===== config.mk =====
export PLATFORM = sky130hd
export DESIGN_NAME = mrr_master_reset
export DESIGN_NICKNAME = d
export VERILOG_FILES = /design/src/hw/mrr_pkg.sv /design/src/hw/mrr_rise_detect.sv /design/src/hw/mrr_master_reset.sv
export SDC_FILE = /design/constraint.sdc
export NUM_CORES = 1
export LEC_CHECK = 0
export BUFFER_PORTS_ARGS = -buffer_cell sky130_fd_sc_hd__buf_2
export CAP_MARGIN = 20
export CORE_ASPECT_RATIO = 1.75
export CORE_UTILIZATION = 25
export DETAILED_ROUTE_END_ITERATION = 16
export GPL_TIMING_DRIVEN = 1
export PLACE_DENSITY_LB_ADDON = 0.2
export SYNTH_ARGS = -nofsm -noshare
export SYNTH_HDL_FRONTEND = slang
export SYNTH_SLANG_ARGS = --single-unit
export TNS_END_PERCENT = 10

===== constraint.sdc =====
create_clock -name ref_clk -period 1.09 [get_ports ref_clk]
set_input_delay 0.218 -clock ref_clk [delete_from_list [all_inputs] [get_ports ref_clk]]
set_output_delay 0.218 -clock ref_clk [all_outputs]
set_load 0.02 [all_outputs]

===== src/hw/mrr_pkg.sv =====
// Purpose: shared constants and carriers for the master reset and revision block
// Assumes: 16-bit parallel control port, byte addresses, 40 MHz ref_clk
// Notes: revision code value is arbitrary
package mrr_pkg;
    localparam logic [7:0] MRR_ADDR_MASTER = 8'h00;
    localparam logic [7:0] MRR_ADDR_UNMAPPED_LO = 8'ha0;
    localparam int MRR_BIT_SOFT_RST = 0;
    localparam int MRR_BIT_FIFO_FLUSH = 1;
    localparam int MRR_BIT_MID_RESYNC = 2;
    localparam int MRR_BIT_HIGH_RESYNC = 3;
    localparam logic [3:0] MRR_CTRL_RESET = 4'h0;
    localparam logic [15:0] MRR_REG_DEFAULT = 16'h0000;
    // arbitrary revision code, no meaning beyond this design
    localparam logic [7:0] MRR_REVISION_CODE = 8'h5a;
    localparam int MRR_CLK_PERIOD_NS = 25;
    localparam int MRR_SOFT_RST_MIN_NS = 100;
    localparam int MRR_SOFT_RST_MIN_CYC =
        (MRR_SOFT_RST_MIN_NS + MRR_CLK_PERIOD_NS - 1) / MRR_CLK_PERIOD_NS;

    // host access on the control port
    typedef struct packed {
        logic cs;
        logic wr;
        logic rd;
        logic [7:0] addr;
        logic [15:0] wdata;
    } mrr_host_req_t;

    // one-cycle pulses to the framers and fifos
    typedef struct packed {
        logic fifo_flush;
        logic mid_rate_resync;
        logic high_rate_resync;
    } mrr_pulses_t;

    typedef enum logic [1:0] {
        MRR_RUN = 2'b00,
        MRR_HOLD = 2'b01
    } mrr_state_t;
endpackage


===== src/hw/mrr_rise_detect.sv =====
// Purpose: zero-to-one edge detector for one control bit
// Assumes: level is already synchronous to ref_clk
// Notes: a held level fires only once
module mrr_rise_detect (
    input wire logic ref_clk,
    input wire logic rst_b,
    input wire logic level,
    output logic pulse
);
    logic prev;

    // previous value, cleared by reset so a bit set at release still fires
    always_ff @(posedge ref_clk or negedge rst_b) begin
        if (!rst_b) begin
            prev <= 1'b0;
        end else begin
            prev <= level;
        end
    end

    assign pulse = level & ~prev;
endmodule


===== src/hw/mrr_master_reset.sv =====
// Purpose: master reset, edge-triggered resync/flush controls and revision byte
// Assumes: host port synchronous to ref_clk, read data valid cycle after rd
// Notes: global_reset feeds every other register block of the device
//
// Contract
// - soft reset forces all registers to zero; here it drives global_reset, masks the pulses and holds state at MRR_HOLD, and ctrl keeps its written value
// - transmit outputs all ones during soft reset
// - global reset is soft bit OR pin
// - bit 1 rise flushes receive demux fifos
// - bit 2 rise resyncs mid-rate framers
// - bit 3 rise resyncs high-rate framer once
// - upper byte is read-only revision code
// - addresses a0 to ff hold nothing
// - reset held while pin is low
module mrr_master_reset
    import mrr_pkg::*;
(
    input wire logic ref_clk,
    input wire logic rst_b,
    input mrr_pkg::mrr_host_req_t host_req,
    output logic [15:0] rdata,
    output logic rdata_valid,
    output logic global_reset,
    output logic tx_all_ones,
    output mrr_pkg::mrr_pulses_t pulses,
    output mrr_pkg::mrr_state_t state
);
    import mrr_pkg::*;

    logic [3:0] ctrl;
    logic [3:0] next_ctrl;
    logic hit_master;
    logic wr_master;
    logic unmapped;
    logic soft_rst;
    logic [15:0] master_view;
    logic [15:0] next_rdata;
    logic rise_fifo;
    logic rise_mid;
    logic rise_high;
    mrr_state_t next_state;

    // address decode; the top of the map never answers with a register
    assign unmapped = host_req.addr >= MRR_ADDR_UNMAPPED_LO;
    assign hit_master = host_req.cs && !unmapped && (host_req.addr == MRR_ADDR_MASTER);
    assign wr_master = hit_master && host_req.wr;

    // only the low nibble is writable; revision byte is not stored
    assign next_ctrl = wr_master ? host_req.wdata[3:0] : ctrl;

    // the soft reset bit does not clear itself; it stays set until the host
    // writes it back to zero, so the host keeps it for the 100 ns it needs
    always_ff @(posedge ref_clk or negedge rst_b) begin
        if (!rst_b) begin
            ctrl <= MRR_CTRL_RESET;
        end else begin
            ctrl <= next_ctrl;
        end
    end

    assign soft_rst = ctrl[MRR_BIT_SOFT_RST];
    assign global_reset = soft_rst | ~rst_b;
    assign tx_all_ones = global_reset;

    // readback view: revision high, zeros in the unused nibble
    assign master_view = {MRR_REVISION_CODE, 4'h0, ctrl};
    assign next_rdata = (host_req.cs && host_req.rd && hit_master) ? master_view : 16'h0000;

    // registered read data; unmapped reads return zero
    always_ff @(posedge ref_clk or negedge rst_b) begin
        if (!rst_b) begin
            rdata <= MRR_REG_DEFAULT;
            rdata_valid <= 1'b0;
        end else begin
            rdata <= next_rdata;
            rdata_valid <= host_req.cs && host_req.rd;
        end
    end

    // edge detectors; pulses are masked while the soft reset bit stands
    mrr_rise_detect u_fifo (
        .ref_clk(ref_clk),
        .rst_b(rst_b),
        .level(ctrl[MRR_BIT_FIFO_FLUSH]),
        .pulse(rise_fifo)
    );
    mrr_rise_detect u_mid (
        .ref_clk(ref_clk),
        .rst_b(rst_b),
        .level(ctrl[MRR_BIT_MID_RESYNC]),
        .pulse(rise_mid)
    );
    mrr_rise_detect u_high (
        .ref_clk(ref_clk),
        .rst_b(rst_b),
        .level(ctrl[MRR_BIT_HIGH_RESYNC]),
        .pulse(rise_high)
    );

    assign pulses.fifo_flush = rise_fifo & ~soft_rst;
    assign pulses.mid_rate_resync = rise_mid & ~soft_rst;
    assign pulses.high_rate_resync = rise_high & ~soft_rst;

    // visible reset state for the rest of the device
    assign next_state = soft_rst ? MRR_HOLD : MRR_RUN;

    always_ff @(posedge ref_clk or negedge rst_b) begin
        if (!rst_b) begin
            state <= MRR_HOLD;
        end else begin
            unique case (next_state)
                MRR_RUN: state <= MRR_RUN;
                MRR_HOLD: state <= MRR_HOLD;
                default: state <= MRR_HOLD;
            endcase
        end
    end

    // helper counter: cycles soft reset has been held
    logic [7:0] soft_cnt;
    always_ff @(posedge ref_clk or negedge rst_b) begin
        if (!rst_b) begin
            soft_cnt <= 8'h00;
        end else if (soft_rst) begin
            soft_cnt <= (soft_cnt == 8'hff) ? soft_cnt : soft_cnt + 8'h01;
        end else begin
            soft_cnt <= 8'h00;
        end
    end
endmodule


==> results of run 1 <==
==> metal layers <==
metal  share of wire (%)  vias up  track usage, %
li1                    -      199               -
met1                  33      186            8.81
met2                  56       28            16.2
met3                 8.7        4            2.60
met5                   0        -               0
met4                 2.7        0            7.76
==> per-stage QoR <==
stage / total power, W / setup TNS (ns)
after floorplan: 0.000628 / -0.251
after global placement: 0.000656 / -0.743
after detailed placement: 0.000660 / -0.929
after CTS: 0.00110 / -0.843
after global routing: 0.00114 / -0.966
final: 0.00109 / -0.731
==> final timing paths <==
path,from,endpoint,slack [ns],depth (start not counted)
setup / recovery,ctrl[0],pulses[0],-0.16,2
hold / removal,host_req[26],rdata_valid,0.20,2
setup reg to reg,ctrl[0],ctrl[0],0.12,2
hold reg to reg,ctrl[2],u_mid.prev,0.41,0
max in group asynchronous,rst_b,state[0],0.40,3
min in group asynchronous,rst_b,ctrl[3],0.45,3
==> repair_timing <==
| item | CTS | global route |
|---|---|---|
| endpoints found under the hold margin | 13 | 0 |
| hold buffers | 1 | 0 |
| setup buffers | 0 | 1 |
| endpoints found under the setup margin | 6 | 6 |
| gates cloned | 0 | 0 |
| resized for setup | 9 | 0 |
| pin swaps | 2 | 0 |
==> worst max-delay path: stages (launching register included) <==
cell and delay, ns:
dfrtp_2 0.45, nor3b_2 0.18, buf_4 0.16
==> cells in the mapped netlist (all sizes together) <==
cell type and instances:
nand2b 1, nor2b 1, nand4 1, and2 5, buf 13, nor3b 3, nor4 1, dfrtp 13
mux2 4, and3 1, dfstp 1, conb 1, nor3 1, nor4b 1
==> power by group through the flow <==
stage / Combinational (W) / Sequential, W / Clock, W
2_1_floorplan: 0.0000801 / 0.000548 / 0
3_5_place_dp: 0.000114 / 0.000546 / 0
6_report: 0.000121 / 0.000538 / 0.000428
3_3_place_gp: 0.000111 / 0.000545 / 0
5_1_grt: 0.000133 / 0.000539 / 0.000466
4_1_cts: 0.000121 / 0.000538 / 0.000443
==> state kept, by name, summed over array words and instances (netlist names) <==
name,flops
ctrl,4
rdata,5
rdata_valid,1
state,1
u_fifo.prev,1
u_high.prev,1
u_mid.prev,1
==> logic make-up (layout without fill, tap and decap cells) <==
| group | count (synthesis) | after routing |
|---|---|---|
| mux | 4 | 4 |
| other cells | 1 | 9 |
| simple gates | 15 | 15 |
| buf+inv | 13 | 38 |
| flops | 14 | 14 |
==> cell type report <==
class / count / share of cell area (%)
Sequential cell: 14 / 42.1
Multi-Input combinational cell: 28 / 25.7
Timing Repair Buffer: 34 / 23.1
Clock buffer: 4 / 5.37
Tap cell: 25 / 3.73
==> run metrics, run 1 <==
initial antenna violation count 0; first-pass GRT wire length approximately 1700 um; Non-Filler Instances between 100 and 150; area taken by multi-input logic gates 215 sq um; critical path class reg2out; Vias/cell roughly 4.0; Initial Util a little over a quarter; number of global-route vias before repair ~420; register area between 300 and 400 sq um; DP Worst Slack -0.213 ns; Num CTS Buffers 3; post-route cell area between 800 and 900 sq um; Fmax 803 MHz; Port Buffers 31; Int Power roughly 0.00084 W; share of layout cells above drive strength 1 60.0%; min-delay worst type in2reg; Slew Viols, Final 0; Critical Path Source Type flip-flop; post-synthesis compound-gate area fraction 0%; crit path DAT 1.03 ns; syn avg cell area between 10 and 15 sq um; Sw Pwr between 0.0002 and 0.0003 W; Detailed Route WL around 1100 um; largest family of logic cells by synthesized area simple AND/OR/NAND/NOR gates; post-synth top area share between 50% and 60%; run status complete, but fails checks; Vias ~420; Final #Nets between 100 and 150; dpl cell area between 700 and 800 sq um; critical path endpoint category output port; clk root buf clkbuf_8; total I/O pin count 53; Final ANT Viol Nets 0; Final Hold Viols 0; post-layout min period about 1.2 ns; fin crit share 114%; setup violators final 5; Clk pwr share about 40%; xor/xnor share of the synthesized area 0%; YS warnings 0; die footprint around 2700 sq um; maximum vdd ir drop approximately 0.00055 V; die height approximately 68 um; Netlist cell types 14; RSZ-0062 raised after global routing true; combinational share of power 11.1%; mux share of post-synthesis cell area between 7 and 8%; 1st-pass router iterations 1; commonest non-fill, non-tap cell in the layout buf_2; TritonCTS Sinks 14; later-pin clock latency in the skew report about 0.24 ns; Mapped Cells between 40 and 50; largest net degree at the start of global routing 15; dominant cell type by area after synthesis dfrtp_1; crit-path max FO 6; GRT Util Overall 9.51%; max cap viols 0; CTS tree built; Die Wd 39.6 um; Final WS setup -0.156 ns; synthesized area slightly above 600 sq um; average wire per standard cell slightly above 10 um; clock skew ~0.0028 ns; core area 2300 sq um; leakage power 0.486 nW; CTS Buffer Depth 2; part of the power in registers 49.5%; top cells by area, synth dfrtp_1, buf_4, mux2_2; most frequent cells in the layout buf_2, dfrtp_1, conb_1; gr ovfl total 0; register area share after synthesis between 50 and 60%; Synth Area in Adders 0%; failing checks negative setup slack; drt initial violations 0; Simple-Gate Fraction of Synth Area between 10% and 20%; fin util between 30 and 40%; Cells after DPL between 90 and 100; Sw Share a little under a quarter; H-tree levels 1; # DRC 0; area delta synth->final 35.4%; #FFs+latches synth 14; Antenna diodes 0; clk slew on worst S/H paths approximately 0.06 ns; Hold WS between 0.15 and 0.2 ns; PwrDens 1300 nW/um^2; Site Rows 23; WP data required roughly 0.87 ns; Final GP Congestion about 0.7; fillers 251
(Power assumes the default switching activity.)
==> inputs of run 2 (changes only) <==
--- a/config.mk
+++ b/config.mk
@@ -14,5 +14,6 @@
 export PLACE_DENSITY_LB_ADDON = 0.2
 export SYNTH_ARGS = -nofsm -noshare
 export SYNTH_HDL_FRONTEND = slang
+export SYNTH_HIERARCHICAL = 1
 export SYNTH_SLANG_ARGS = --single-unit
 export TNS_END_PERCENT = 10
==> constraint.sdc (replaced) <==
create_clock -name ref_clk -period 1.09 [get_ports ref_clk]
set_input_delay 0.1635 -clock ref_clk [delete_from_list [all_inputs] [get_ports ref_clk]]
set_output_delay 0.1635 -clock ref_clk [all_outputs]
set_load 0.02 [all_outputs]
==> run 2 against run 1 <==
The flow still finishes with violations (negative setup slack). Sequential share of layout area is 5.1 points lower. Critical path type is now in2reg. Clock power is 14% higher. Non-clock buffer count is 5 higher. Critical endpoint is now ctrl[3]. Count of clock-buffer cells in the layout stayed put. Combinational power is 15% higher. Worst setup slack worse by 0.073 ns. Flip-flop and latch count stayed put. Wire length is 12% higher. Hold slack worse by 0.041 ns. Final area is 14% higher. Core utilization is 2.4 points higher. Critical path depth is 3 higher.
==> run metrics, run 2 <==
run status complete, but fails checks; failing checks negative setup slack; TritonCTS Sinks 14; commonest non-fill, non-tap cell in the layout buf_2; largest registers rdata: 5 flops, ctrl: 4 flops; WP data required 1.21 ns; post-layout min period around 1.3 ns; clk root buf clkbuf_8; 1st-pass router iterations 7; max cap viols 0; Final ANT Viol Nets 0; fin crit share 121%; Site Rows 24; synth cell count leaders buf_4, dfrtp_1, and2_1, mux2_2; average wire per standard cell just over 10 um; core area approximately 2500 sq um; area taken by multi-input logic gates 263 sq um; #FFs+latches synth 14; Largest register FFs 5; total I/O pin count 53; Int Power about 0.0009 W; min-delay worst type in2reg; share of layout cells above drive strength 1 between 60% and 70%; H-tree levels 1; fillers ~260; Die Wd around 40 um; Critical Path Source Type primary input; Post-synth EDFFs 0; combinational share of power between 10% and 20%; post-synthesis compound-gate area fraction 0%; CTS Buffer Depth 2; largest net degree at the start of global routing 15; Vias/cell 4.04; register area share after synthesis between 50% and 60%; Num CTS Buffers 3; Final Hold Viols 0; later-pin clock latency in the skew report around 0.24 ns; Final Power roughly 0.0012 W; initial antenna violation count 0; critical path endpoint category flip-flop; Main synth FF type dfrtp_1; CTS tree built; Simple-Gate Fraction of Synth Area a little under a quarter; Antenna diodes 0; area delta synth->final 47.0%; gr ovfl total 0; Slew Viols, Final 0; largest family of logic cells by synthesized area simple AND/OR/NAND/NOR gates; Fmax 758 MHz; first-pass GRT wire length about 1900 um; Clk pwr share between 40% and 50%; Synth Area in Adders 0%; maximum vdd ir drop between 0.0005 and 0.0006 V; die footprint around 2800 sq um; xor/xnor share of the synthesized area 0%; final setup TNS -1.55 ns; fraction of registers with async set/reset 100%; mux share of post-synthesis cell area under 10%; Vias around 460; RSZ-0062 raised after global routing true; YS warnings 6; Final GP Congestion about 0.67; top cells by area, synth dfrtp_1, buf_4, mux2_2; leakage power roughly 0.54 nW; dpl cell area just over 800 sq um; syn avg cell area 13.0 sq um; Detailed Route WL 1180 um; PwrDens approximately 1200 nW/um^2; number of global-route vias before repair 460; synthesized area 649 sq um; DP Worst Slack -0.516 ns; Sw Pwr approximately 0.00026 W; post-synth top area share between 50% and 60%; crit-path max FO 2; setup violators final 13; critical path class in2reg; Final WS setup -0.229 ns; GRT Util Overall between 9 and 10%; crit path DAT about 1.4 ns; most frequent cells in the layout buf_2, dfrtp_1, conb_1, buf_4; Final #Nets about 120; clk slew on worst S/H paths approximately 0.050 ns; register area around 350 sq um; largest reg by FF count rdata; Mapped Cells 50; Initial Util 26.4%; Netlist cell types 14; # DRC 0; dominant cell type by area after synthesis dfrtp_1; drt initial violations 11; die height 69.4 um; post-route cell area 955 sq um; Sw Share 21.9%; Port Buffers 31; clock skew between 0.003 and 0.004 ns; part of the power in registers a little under half
[run 2: cell types whose count changed in the layout (fill, tap and decap cells not counted), sizes merged, moves of 2 or more]
cell	delta
buf	+5
nor2b	+5
nor3b	-3
nand2	+2
or4	+2
[run 2: path summary, 6_finish.rpt]
| kind | cells past startpoint | startpoint | slack (ns) | endpoint |
|---|---|---|---|---|
| worst min register to register | 0 | ctrl[3] | 0.42 | u_high/prev |
| worst max-delay path | 5 | host_req[23] | -0.23 | ctrl[3] |
| worst max register to register | 2 | ctrl[1] | 0.18 | ctrl[1] |
| worst min-delay path | 2 | host_req[0] | 0.15 | ctrl[0] |
| max in group asynchronous | 3 | rst_b | 0.41 | state[0] |
| min in group asynchronous | 3 | rst_b | 0.45 | ctrl[1] |
[run 2: cell type report]
class,instances,area share (%)
Clock buffer,4,5.77
Inverter,1,0.393
Multi-Input combinational cell,30,27.5
Sequential cell,14,37.0
Tap cell,26,3.41
Timing Repair Buffer,39,26.0
[run 2: routing by layer]
layer | up-vias | track usage, % | wire length [um]
li1 | 215 | - | -
met3 | 4 | 1.92 | 60
met4 | 0 | 6.67 | 29
met2 | 31 | 16.9 | 720
met5 | - | 0 | 0
met1 | 211 | 9.47 | 372
[run 2: timing repair]
item                                    CTS  global route
gates resized for setup                   1            17
hold buffers                              1             0
setup buffers                             0             2
hold endpoints to repair                 13             0
pin swaps                                 2             4
cloned                                    0             0
endpoints found under the setup margin   14            14
[run 2: power by group through the flow]
stage	Clock, W	Combinational, W	Sequential, W
floorplan	0	0.0000853	0.000550
global placement	0	0.000120	0.000547
detailed placement	0	0.000122	0.000547
CTS	0.000512	0.000126	0.000538
global route	0.000541	0.000153	0.000540
finish	0.000490	0.000139	0.000539
[run 2: stage by stage]
step,cells,hold slack (ns),util [%]
after floorplan,58,-0.132,-
after global placement,107,0.129,32.8
after detailed placement,107,0.133,32.8
after CTS,112,0.151,35.7
after global routing,114,0.155,38.8
final,114,0.154,38.8
[run 2: logic make-up after synthesis]
| kind of cell | after synthesis |
|---|---|
| other | 1 |
| and+or+nand+nor | 17 |
| DFF | 14 |
| muxes | 4 |
| buffers and inverters | 14 |
[run 2: critical path, stage by stage]
cell    delay, ns
buf_6        0.09
or4_4        0.54
nor3_4       0.22
buf_4        0.14
mux2_4       0.29
==> inputs of run 3 (changes only) <==
--- a/config.mk
+++ b/config.mk
@@ -14,6 +14,5 @@
 export PLACE_DENSITY_LB_ADDON = 0.2
 export SYNTH_ARGS = -nofsm -noshare
 export SYNTH_HDL_FRONTEND = slang
-export SYNTH_HIERARCHICAL = 1
 export SYNTH_SLANG_ARGS = --single-unit
 export TNS_END_PERCENT = 10
==> run 3 against run 2 <==
Via count is 9.5% lower. Final area down 13%. Combinational power fell by 14%. Sequential share of layout area grew 5.4 points. First-iteration DRC count down 100%. Total power fell by 7.2%. Count of clock-buffer cells in the layout unchanged. The flow still finishes with violations (negative setup slack). Maximum frequency rose by 11%. Core utilization shrank 2.6 points. Critical path depth shrank 3. Register-to-register slack got worse by 0.06 ns. Wire length fell by 11%.
==> run metrics, run 3 (synthesis results as in run 1) <==
PwrDens ~1300 nW/um^2; RSZ-0062 raised after global routing true; crit path DAT between 1 and 1.5 ns; max cap viols 0; Fmax ~840 MHz; Final GP Congestion ~0.7; initial antenna violation count 0; die footprint 2690 sq um; 1st-pass router iterations 1; dpl cell area roughly 750 sq um; met2 GRT Util 16.2%; setup violators final 5; drt initial violations 0; number of global-route vias before repair 418; Site Rows 23; GR Layer Usage met1 slightly below 9%; Most Used Layer, Global Route met2; H-tree levels 1; first-pass GRT wire length between 1500 and 2000 um; critical path endpoint category output port; Final ANT Viol Nets 0; clock skew approximately 0.0028 ns; Final Hold Viols 0; critical path class reg2out; TritonCTS Sinks 14; clk root buf clkbuf_8; largest reg by FF count rdata; crit-path max FO 6; Largest register FFs 5; leakage power slightly below 0.5 nW; most frequent cells in the layout buf_2, dfrtp_1, conb_1; total I/O pin count 53; Hold WS roughly 0.14 ns; gr ovfl total 0; GRT Util Overall a little under a tenth; die height between 60 and 70 um; Die Wd around 40 um; Vias ~420; Num CTS Buffers 3; Final WS setup -0.101 ns; met3 GRT Util under 10%; Critical Path Source Type flip-flop; failing checks negative setup slack; largest registers rdata: 5 flops, ctrl: 4 flops; final setup TNS -0.458 ns; post-layout min period 1.19 ns; Antenna diodes 0; # DRC 0; clk slew on worst S/H paths approximately 0.060 ns; CTS tree built; Port Buffers 31; fillers approximately 250; min-delay worst type in2reg; commonest non-fill, non-tap cell in the layout buf_2; post-route cell area approximately 830 sq um; Slew Viols, Final 0; maximum vdd ir drop approximately 0.00055 V; area delta synth->final 34.3%; fin crit share 109%; Final #Nets 110; Vias/cell roughly 4.0; CTS Buffer Depth 2; largest net degree at the start of global routing 15; average wire per standard cell roughly 10 um; share of layout cells above drive strength 1 about three fifths; later-pin clock latency in the skew report approximately 0.24 ns; run status complete, but fails checks; Detailed Route WL 1060 um; fin util between 30% and 40%; core area ~2300 sq um; Initial Util around 27%; WP data required roughly 0.93 ns
## run 3: area by class of cell
class                   count  area (sq um)  share of cell area, %
flip-flops and latches     14           353                   42.4
multi-input cells          28           215                   25.9
repair buffers             34           188                   22.6
clock buffers               4          45.0                   5.41
well taps                  25          31.3                   3.76
## run 3: worst paths after layout
path | cells past startpoint | slack, ns | from | end
max | 2 | -0.10 | ctrl[0] | pulses[0]
max in group asynchronous | 3 | 0.45 | rst_b | state[0]
min in group asynchronous | 3 | 0.40 | rst_b | ctrl[3]
min | 2 | 0.14 | host_req[26] | rdata_valid
min reg2reg | 0 | 0.41 | ctrl[2] | u_mid.prev
max reg2reg | 2 | 0.12 | ctrl[0] | ctrl[0]
## run 3: per-stage QoR
stage                     setup WS [ns]  power (W)  std cells
after floorplan                 -0.0292   0.000628         55
after global placement           -0.132   0.000656         99
after detailed placement         -0.159   0.000660         99
after CTS                        -0.131    0.00110        104
after global routing             -0.173    0.00114        105
final                            -0.101    0.00108        105
## run 3: what timing repair did
item	CTS	global route
gates resized for setup	7	0
gates cloned	0	0
pin swaps	2	0
endpoints found under the setup margin	5	5
hold buffers	1	0
buffers inserted	0	1
endpoints found under the hold margin	13	0
## run 3: metal layers
metal,share of wire (%),routed length [um]
met1,33,346
met2,56,587
met3,8.7,92
met4,2.7,29
met5,0,0
## run 3: where the power goes
group	total, W	internal, W	switching, W
Sequential	0.000537	0.000531	0.00000637
Clock	0.000428	0.000258	0.000170
Combinational	0.000120	0.0000458	0.0000738
## run 3: critical path, cell delays in order (launching register included)
cell	delay [ns]
dfrtp_2	0.45
nor3b_2	0.18
buf_4	0.16
